[src/hw/qawd_pkg.sv]
package qawd_pkg;

  // register byte offsets
  localparam logic [7:0] QLO_OFS = 8'h00;
  localparam logic [7:0] QHI_OFS = 8'h04;
  localparam logic [7:0] DELAY_OFS = 8'h08;
  localparam logic [7:0] ANSWER_OFS = 8'h0C;
  localparam logic [7:0] CTRL_OFS = 8'h10;
  localparam logic [7:0] STAT_OFS = 8'h14;

  // control register bits
  localparam int CTRL_SOFT_BIT = 0;
  localparam int CTRL_AFTER_BIT = 1;

  // counter values
  localparam logic [2:0] EC_RESET = 3'h6;
  localparam logic [2:0] EC_MAX = 3'h7;
  localparam logic [2:0] EC_ALARM = 3'h4;
  localparam logic [2:0] ABORT_MAX = 3'h7;
  localparam logic [5:0] DELAY_RESET = 6'h3F;
  localparam logic [1:0] BYTE_FIRST = 2'h3;
  localparam logic [1:0] BYTE_LAST = 2'h0;
  localparam logic [3:0] STEP_RESET = 4'h0;
  localparam logic [3:0] CHAIN_RESET = 4'h0;
  localparam logic [3:0] STEP_WRAP = 4'hF;

  // timing: one watchdog tick per TICK_US
  localparam int CLK_MHZ = 100;
  localparam int TICK_US = 1000;
  localparam int TICK_CYCLES = TICK_US * CLK_MHZ;
  localparam logic [7:0] WINDOW_TICKS = 8'h10;

  typedef enum logic [1:0] {
    PH_WAIT = 2'b01,
    PH_WINDOW = 2'b10
  } qawd_phase_type;

  // expected answer byte for question q and byte index c
  function automatic logic [7:0] qawd_expect(input logic [3:0] q,
                                             input logic [1:0] c);
    qawd_expect = {q[2] ^ c[0], q[0] ^ c[0], q[3] ^ c[0], q[1] ^ c[0],
                   q[2] ^ q[0] ^ q[3] ^ c[1], q[0] ^ q[3] ^ q[1] ^ c[1],
                   q[2] ^ q[0] ^ q[1] ^ c[1], c[1] ^ q[3] ^ q[0]};
  endfunction

endpackage

[src/hw/qawd_question_gen.sv]
`timescale 1ns/10ps
module qawd_question_gen
  import qawd_pkg::*;
(
  input wire logic core_clk,
  input wire logic rst_n,
  input wire logic advance,
  input wire logic [1:0] byteIdx,
  output logic [3:0] question,
  output logic [7:0] expectedByte
);

  logic [3:0] step_reg;
  logic [3:0] chain_reg;
  logic feedback;
  logic stepWrap;

  ////////////////////////////////////////////////////////////////////////
  // step counter and chain

  assign feedback = (chain_reg[3] ^ chain_reg[2]) | (chain_reg == 4'h0);
  assign stepWrap = step_reg == STEP_WRAP;

  always_ff @(posedge core_clk)
  begin
    if (!rst_n)
    begin
      step_reg <= STEP_RESET;
      chain_reg <= CHAIN_RESET;
    end
    else if (advance)
    begin
      step_reg <= step_reg + 4'h1;
      if (stepWrap)
        chain_reg <= {chain_reg[2:0], feedback};
    end
  end

  assign question = {chain_reg[2] ^ step_reg[2], chain_reg[0] ^ step_reg[0],
                     chain_reg[3] ^ step_reg[3],
                     chain_reg[1] ^ step_reg[1]};
  assign expectedByte = qawd_expect(question, byteIdx);
endmodule // qawd_question_gen

[src/hw/qawd_watchdog.sv]
// The register offsets and the APB register port were left to the implementer.
`timescale 1ns/10ps
// What this block does
// - abort counter rises on each error counter overflow in a run until it holds 7
// - 4-bit question is readable in the question-low register
// - answer byte 0 or delay write starts a cycle: wait then window, or window alone at zero delay
// - window expiry starts a new cycle by itself
// - good timely answer decrements counter; bad, late or zero delay increments
// - only answer byte 0 must land inside the window
// - question repeats until answered right in value and time
// - error counter is 3 bits and resets to 6
// - result and next question readable once byte 0 is in
// - step counter advances only after a good timely answer
// - chain advances when step counter wraps after a good answer
// - delay writes and expiries leave step and chain alone
// - undervoltage reset zeroes step counter and chain
// - chain feedback is bit3 xor bit2, plus escape from all zeros
// - question bits mix chain and step bits in fixed order
// - count above 4 raises alarm; 0 to 4 clears alarm and abort
// - abort counter never decrements; clears below 5 and on reset
// - abort counter rises below 7 on overflow or soft reset with alarm
// - overflow is an error found while the counter holds 7
// - abort sets when abort count is 7 and error or soft reset
// - in after-run an active abort requests shut-down
// - error counter loads 6 after start, reset and overflow
module qawd_watchdog
  import qawd_pkg::*;
#(
  parameter int TICK_LEN = TICK_CYCLES,
  parameter logic [7:0] WINDOW_LEN = WINDOW_TICKS
)
(
  input wire logic core_clk,
  input wire logic rst_n,
  input wire logic psel,
  input wire logic penable,
  input wire logic pwrite,
  input wire logic [7:0] paddr,
  input wire logic [31:0] pwdata,
  output logic [31:0] prdata,
  output logic pready,
  output logic pslverr,
  output logic alarmInternal,
  output logic alarmPinOut,
  output logic alarmPinOe,
  output logic afterrunAbort,
  output logic shutdownReq
);

  localparam int TW = $clog2(TICK_LEN + 1);

  logic [TW-1:0] tickCnt_reg;
  logic tick;
  logic [31:0] prdata_reg;
  logic pready_reg;
  logic pslverr_reg;
  logic [5:0] delay_reg;
  logic afterrun_reg;
  logic [1:0] byteIdx_reg;
  logic respErr_reg;
  logic valueOk_reg;
  logic inTime_reg;
  logic [2:0] ec_reg;
  logic [2:0] ec_next;
  logic [2:0] abortCnt_reg;
  logic abort_reg;
  logic alarm_reg;
  logic alarmOe_reg;
  logic alarmOut_reg;
  logic shutdown_reg;
  qawd_phase_type phase_reg;
  qawd_phase_type phase_next;
  logic [7:0] timer_reg;
  logic [7:0] timer_next;
  logic [3:0] question;
  logic [7:0] expectedByte;

  ////////////////////////////////////////////////////////////////////////
  // tick divider

  assign tick = tickCnt_reg == TW'(TICK_LEN - 1);

  always_ff @(posedge core_clk)
  begin
    if (!rst_n || tick)
      tickCnt_reg <= '0;
    else
      tickCnt_reg <= tickCnt_reg + TW'(1);
  end

  ////////////////////////////////////////////////////////////////////////
  // bus decode

  logic setupPhase;
  logic wrDone;
  logic selQlo;
  logic selQhi;
  logic selDelay;
  logic selAnswer;
  logic selCtrl;
  logic selStat;
  logic mapped;
  logic [31:0] rdataSel;

  assign setupPhase = psel & ~penable;
  assign wrDone = psel & penable & pready_reg & pwrite;
  assign selQlo = paddr == QLO_OFS;
  assign selQhi = paddr == QHI_OFS;
  assign selDelay = paddr == DELAY_OFS;
  assign selAnswer = paddr == ANSWER_OFS;
  assign selCtrl = paddr == CTRL_OFS;
  assign selStat = paddr == STAT_OFS;
  assign mapped = selQlo | selQhi | selDelay | selAnswer | selCtrl | selStat;

  assign rdataSel =
    selQlo ? {28'h0000000, question} :
    selQhi ? {25'h0000000, ec_reg, 2'h0, inTime_reg, valueOk_reg} :
    selDelay ? {26'h0000000, delay_reg} :
    selCtrl ? {30'h00000000, afterrun_reg, 1'h0} :
    selStat ? {19'h00000, phase_reg, shutdown_reg, alarm_reg, abort_reg,
               1'h0, abortCnt_reg, 1'h0, ec_reg} :
    32'h00000000;

  always_ff @(posedge core_clk)
  begin
    if (!rst_n)
    begin
      pready_reg <= 1'b0;
      pslverr_reg <= 1'b0;
      prdata_reg <= 32'h00000000;
    end
    else
    begin
      pready_reg <= setupPhase;
      pslverr_reg <= setupPhase & ~mapped;
      if (setupPhase)
        prdata_reg <= rdataSel;
    end
  end

  ////////////////////////////////////////////////////////////////////////
  // events of a sequencer run

  logic delayWrite;
  logic answerWrite;
  logic softRst;
  logic lastByte;
  logic byteOk;
  logic valueOk;
  logic inWindow;
  logic delayZero;
  logic runGood;
  logic expiry;
  logic runStart;
  logic runError;
  logic overflow;
  logic alarmNow;

  assign delayWrite = wrDone & selDelay;
  assign answerWrite = wrDone & selAnswer;
  assign softRst = wrDone & selCtrl & pwdata[CTRL_SOFT_BIT];
  assign lastByte = answerWrite & (byteIdx_reg == BYTE_LAST);
  assign byteOk = pwdata[7:0] == expectedByte;
  assign valueOk = ~respErr_reg & byteOk;
  assign inWindow = phase_reg == PH_WINDOW;
  assign delayZero = delay_reg == 6'h00;
  assign runGood = lastByte & valueOk & inWindow & ~delayZero;
  assign expiry = tick & inWindow & (timer_reg == 8'h01) &
                  ~lastByte & ~delayWrite;
  assign runStart = lastByte | delayWrite | expiry;
  assign runError = (lastByte & ~runGood) | expiry;
  assign overflow = runError & (ec_reg == EC_MAX) & ~softRst;
  assign alarmNow = ec_reg > EC_ALARM;

  ////////////////////////////////////////////////////////////////////////
  // answer byte tracking

  always_ff @(posedge core_clk)
  begin
    if (!rst_n || softRst || runStart)
    begin
      byteIdx_reg <= BYTE_FIRST;
      respErr_reg <= 1'b0;
    end
    else if (answerWrite)
    begin
      byteIdx_reg <= byteIdx_reg - 2'h1;
      respErr_reg <= respErr_reg | ~byteOk;
    end
  end

  always_ff @(posedge core_clk)
  begin
    if (!rst_n)
    begin
      valueOk_reg <= 1'b0;
      inTime_reg <= 1'b0;
    end
    else if (lastByte)
    begin
      valueOk_reg <= valueOk;
      inTime_reg <= inWindow & ~delayZero;
    end
  end

  ////////////////////////////////////////////////////////////////////////
  // configuration

  always_ff @(posedge core_clk)
  begin
    if (!rst_n || softRst)
      delay_reg <= DELAY_RESET;
    else if (delayWrite)
      delay_reg <= pwdata[5:0];
  end

  always_ff @(posedge core_clk)
  begin
    if (!rst_n)
      afterrun_reg <= 1'b0;
    else if (wrDone && selCtrl)
      afterrun_reg <= pwdata[CTRL_AFTER_BIT];
  end

  ////////////////////////////////////////////////////////////////////////
  // monitoring cycle timer

  logic [7:0] delayTicks;

  assign delayTicks = {2'h0, pwdata[5:0]};

  always_comb
  begin
    phase_next = phase_reg;
    timer_next = timer_reg;
    if (softRst)
    begin
      phase_next = PH_WAIT;
      timer_next = {2'h0, DELAY_RESET};
    end
    else if (delayWrite)
    begin
      phase_next = (delayTicks == 8'h00) ? PH_WINDOW : PH_WAIT;
      timer_next = (delayTicks == 8'h00) ? WINDOW_LEN : delayTicks;
    end
    else if (runStart)
    begin
      phase_next = delayZero ? PH_WINDOW : PH_WAIT;
      timer_next = delayZero ? WINDOW_LEN : {2'h0, delay_reg};
    end
    else if (tick)
    begin
      if (timer_reg == 8'h01 && phase_reg == PH_WAIT)
      begin
        phase_next = PH_WINDOW;
        timer_next = WINDOW_LEN;
      end
      else if (timer_reg != 8'h00)
        timer_next = timer_reg - 8'h01;
    end
  end

  always_ff @(posedge core_clk)
  begin
    if (!rst_n)
    begin
      phase_reg <= PH_WAIT;
      timer_reg <= {2'h0, DELAY_RESET};
    end
    else
    begin
      phase_reg <= phase_next;
      timer_reg <= timer_next;
    end
  end

  ////////////////////////////////////////////////////////////////////////
  // error counter

  logic [2:0] ecDec;
  logic [2:0] ecInc;

  assign ecDec = (ec_reg == 3'h0) ? 3'h0 : ec_reg - 3'h1;
  assign ecInc = overflow ? EC_RESET : ec_reg + 3'h1;
  assign ec_next = softRst ? EC_RESET :
                   runGood ? ecDec :
                   runError ? ecInc : ec_reg;

  always_ff @(posedge core_clk)
  begin
    if (!rst_n)
      ec_reg <= EC_RESET;
    else
      ec_reg <= ec_next;
  end

  ////////////////////////////////////////////////////////////////////////
  // alarm, abort counter and abort

  logic abortInc;
  logic abortSet;

  assign abortInc = (overflow | (softRst & alarmNow)) &
                    (abortCnt_reg < ABORT_MAX);
  assign abortSet = (abortCnt_reg == ABORT_MAX) & (runError | softRst);

  always_ff @(posedge core_clk)
  begin
    if (!rst_n || !alarmNow)
    begin
      abortCnt_reg <= 3'h0;
      abort_reg <= 1'b0;
    end
    else
    begin
      if (abortInc)
        abortCnt_reg <= abortCnt_reg + 3'h1;
      if (abortSet)
        abort_reg <= 1'b1;
    end
  end

  always_ff @(posedge core_clk)
  begin
    if (!rst_n)
    begin
      alarm_reg <= 1'b1;
      alarmOe_reg <= 1'b1;
      alarmOut_reg <= 1'b0;
      shutdown_reg <= 1'b0;
    end
    else
    begin
      alarm_reg <= ec_next > EC_ALARM;
      alarmOe_reg <= ec_next > EC_ALARM;
      alarmOut_reg <= 1'b0;
      shutdown_reg <= abort_reg & afterrun_reg;
    end
  end

  ////////////////////////////////////////////////////////////////////////
  // question generator

  qawd_question_gen u_qgen (
    .core_clk(core_clk),
    .rst_n(rst_n),
    .advance(runGood),
    .byteIdx(byteIdx_reg),
    .question(question),
    .expectedByte(expectedByte)
  );

  assign prdata = prdata_reg;
  assign pready = pready_reg;
  assign pslverr = pslverr_reg;
  assign alarmInternal = alarm_reg;
  assign alarmPinOut = alarmOut_reg;
  assign alarmPinOe = alarmOe_reg;
  assign afterrunAbort = abort_reg;
  assign shutdownReq = shutdown_reg;
endmodule // qawd_watchdog

[config.mk]
export PLATFORM = sky130hd
export DESIGN_NAME = qawd_watchdog
export DESIGN_NICKNAME = d
export VERILOG_FILES = /design/src/hw/qawd_pkg.sv /design/src/hw/qawd_question_gen.sv /design/src/hw/qawd_watchdog.sv
export SDC_FILE = /design/constraint.sdc
export NUM_CORES = 1
export LEC_CHECK = 0
export ABC_CLOCK_PERIOD_IN_PS = 7600
export BUFFER_PORTS_ARGS = -buffer_cell sky130_fd_sc_hd__buf_2
export CELL_PAD_IN_SITES_DETAIL_PLACEMENT = 1
export CELL_PAD_IN_SITES_GLOBAL_PLACEMENT = 1
export CORE_MARGIN = 2
export CORE_UTILIZATION = 46
export CTS_BUF_LIST = sky130_fd_sc_hd__clkbuf_4 sky130_fd_sc_hd__clkbuf_8
export DETAILED_ROUTE_END_ITERATION = 7
export PLACE_DENSITY = 0.95
export RECOVER_POWER = 100
export SKIP_CTS_REPAIR_TIMING = 1
export SYNTH_ARGS = -nofsm -noshare
export SYNTH_HDL_FRONTEND = slang
export SYNTH_SLANG_ARGS = --single-unit
[constraint.sdc]
create_clock -name core_clk -period 7.6 [get_ports core_clk]
set_input_delay 0 -clock core_clk [delete_from_list [all_inputs] [get_ports core_clk]]
set_output_delay 0 -clock core_clk [all_outputs]
set_load 0.05 [all_outputs]
==> impl_metrics.tcl <==
set metrics [dict create \
    clkTransAtPathRegs_ns 0.08 \
    die_h_microns 99.7 \
    num_rows 34 \
    synth_top_area_frac 0.332 \
    vdd_ir_drop_max_mv 0.128 \
    stdcell_area_sq_mm 0.00451 \
    antenna_left 0 \
    clockBufferDepth 2 \
    final_core_utilization 0.513 \
    synth-async-reset-ratio 0 \
    yosys_warnings 0 \
    worstPathRequired_ns 7.85 \
    worstPathCellList "nor4_1 > nand4_1 > or3_1 > and3_1 > a31oi_1 > a21boi_0 > a211o_1" \
    period_needed_ns 3.72 \
    pin_count 84 \
    slew_viol_final 0 \
    vias 3815 \
    syn_area_per_cell_sq_um 8.69 \
    dp_hpwl_microns 8800 \
    power_uw 770 \
    grt_use_total 0.266 \
    violations "hold timing" \
    pre_cts_slack_ns 4.45 \
    critPathCaptureType "flop" \
    cap_violations 0 \
    portBuffers 38 \
    drc 0 \
    relSlewSlack 0.268 \
    die_w_microns 99.7 \
    crit_start "timer_reg[6]" \
    p_per_area_mw_per_mm2 171 \
    worst_path_max_delay_cell "nor4_1" \
    critPathKind "flop to flop" \
    synth_top_area_cell "dfxtp_1" \
    dieArea_sq_mm 0.00995 \
    mostFrequentLayoutCell "dfxtp_1" \
    ys_top_cells_by_area "dfxtp_1 33%, ha_1 4.2%, nand2_1 4.0%" \
    clockRootBuffer "clkbuf_8" \
    ys_types 62 \
    combPwrFrac 0.086 \
    n_antenna_cell 0 \
    crit_path_max_fanout 6 \
    ys_seq_elements 70 \
    largest_reg_flops 17 \
    overflow 0 \
    timing.rr.start "timer_reg[6]" \
    place_congestion 0.897 \
    fin_tns_setup_ns 0 \
    drive_gt1_frac 0.0827 \
    status "complete, but fails checks" \
    clock_latency_ns 0.36 \
    synth_edf_count 0 \
    antenna_found_initial 0 \
    grt_setup_unrepaired "false" \
    power.internal_uw 564 \
    grt_pass1_wl_microns 20900 \
    skew_ns 0.00926 \
    coreArea_sq_mm 0.00881 \
    whs_ns -0.0122 \
    worst_slew_pin_slew_ns 1.08 \
    hp-start "pwdata[3]" \
    start_kind "flop" \
    crit_arrival_ns 3.97 \
    synth_area_sq_mm 0.00422 \
    grt_max_degree 37 \
    cts_buffers 9 \
    hold_viol_final 1 \
    p_leak_nw 1.84 \
    initial_core_util 0.479 \
    vias_per_cell 6.07 \
    cts_tree "yes" \
    pwr-share-seq 0.482 \
    synthFlopType "dfxtp_1" \
    syn_to_final_growth_pct 7.03 \
    fin_crit_sh 0.490 \
    finalSetupViolations 0 \
    nets 574 \
    wl_per_cell_microns 20.0 \
    grt_pass1_vias 4113 \
    switching_share 0.268 \
    drt_iter0_markers 213 \
    max_clock_freq_ghz 0.269 \
    wirelength_microns 12600 \
    synth_cells 485 \
    p_sw_uw 207 \
    hp-class "input pin to flop" \
    pwr-share-clk 0.432 \
    final_cell_mix "70 x dfxtp_1, 45 x nand2_1, 41 x nor2_1" \
    finalWorstSetupSlack_ns 3.88 \
    dr.pass1.iters 4 \
    ctsHtreeMaxLevel 3 \
    clock_sinks 70 \
    seq_area_frac_synth 0.332 \
    placed_area_sq_mm 0.00438 \
    crit_path_max_incr_delay_ns 0.86 \
]
==> kinds of logic after synthesis <==
logic type | count (synthesis) | share of synthesized area
buffers and inverters | 55 | 0.0709
DFF | 70 | 0.332
other | 1 | 0.000889
and+or+nand+nor | 205 | 0.268
muxes | 19 | 0.0463
adders and majority gates | 14 | 0.0415
AOI/OAI and AO/OA | 88 | 0.147
xor gates and xnor gates | 33 | 0.0926
==> synthesized netlist by cell type, drive strengths merged (3+ instances only) <==
library cell  number
xnor2             14
xor3               4
nand2             45
and2              13
nand3b             3
a21oi             13
a32oi              4
a21boi             6
nor4b              4
nand3             24
o21ai             21
buf               26
a31oi             10
and4               3
dfxtp             70
xnor3              3
mux2               4
o41ai              3
a211oi             3
ha                14
and3              12
a22oi              5
mux2i             15
xor2              12
o211ai             5
clkbuf            14
nand2b             7
nand4              7
nor4              10
o211a              4
nor3               9
or3                7
nor2              41
nor2b             11
inv               15
==> layer usage <==
layer,GRT usage,share of wire,up-vias
met4,0.103,0.032,0
met5,0,0,-
met3,0.0569,0.049,46
li1,-,-,1759
met1,0.305,0.39,1890
met2,0.482,0.53,120
==> worst paths after layout <==
check | to | slack (ns) | cells after the start
worst max-delay path | timer_reg[5] | 3.88 | 7
worst min-delay path | delay_reg[3] | -0.01 | 3
worst max register to register | timer_reg[5] | 3.88 | 7
worst min register to register | prdata[3] | 0.47 | 2
==> through the flow <==
stage / hold slack (ns) / std cells
3_3_place_gp: 0.331 / 612
2_1_floorplan: 0.142 / 505
5_1_grt: 0.00357 / 628
4_1_cts: -0.0240 / 628
3_5_place_dp: 0.354 / 612
6_report: -0.0122 / 628
==> final cells by class <==
type	instances	area (sq um)
fill	1080	4290
multi-input combinational	380	2530
sequential	70	1400
timing repair buffer	39	173
clock buffer	12	165
tap	108	135
inverter	15	56.3
clock inverter	4	52.6
==> power by group through the flow <==
| stage | sequential [mW] | clock [mW] | combinational, mW |
|---|---|---|---|
| finish | 0.372 | 0.333 | 0.0662 |
| global route | 0.372 | 0.351 | 0.0705 |
| CTS | 0.372 | 0.337 | 0.0667 |
| detailed placement | 0.380 | 0 | 0.0659 |
| global placement | 0.380 | 0 | 0.0644 |
| floorplan | 0.386 | 0 | 0.0536 |
==> worst max-delay path, delay by kind of cell (launching register included) <==
kind	cells	cell delay, ns
AO/OA/AOI/OAI	3	1.13
flip-flops	1	0.35
AND/OR/NAND/NOR	4	2.13
Note: power is estimated with default switching activity, not from simulation.
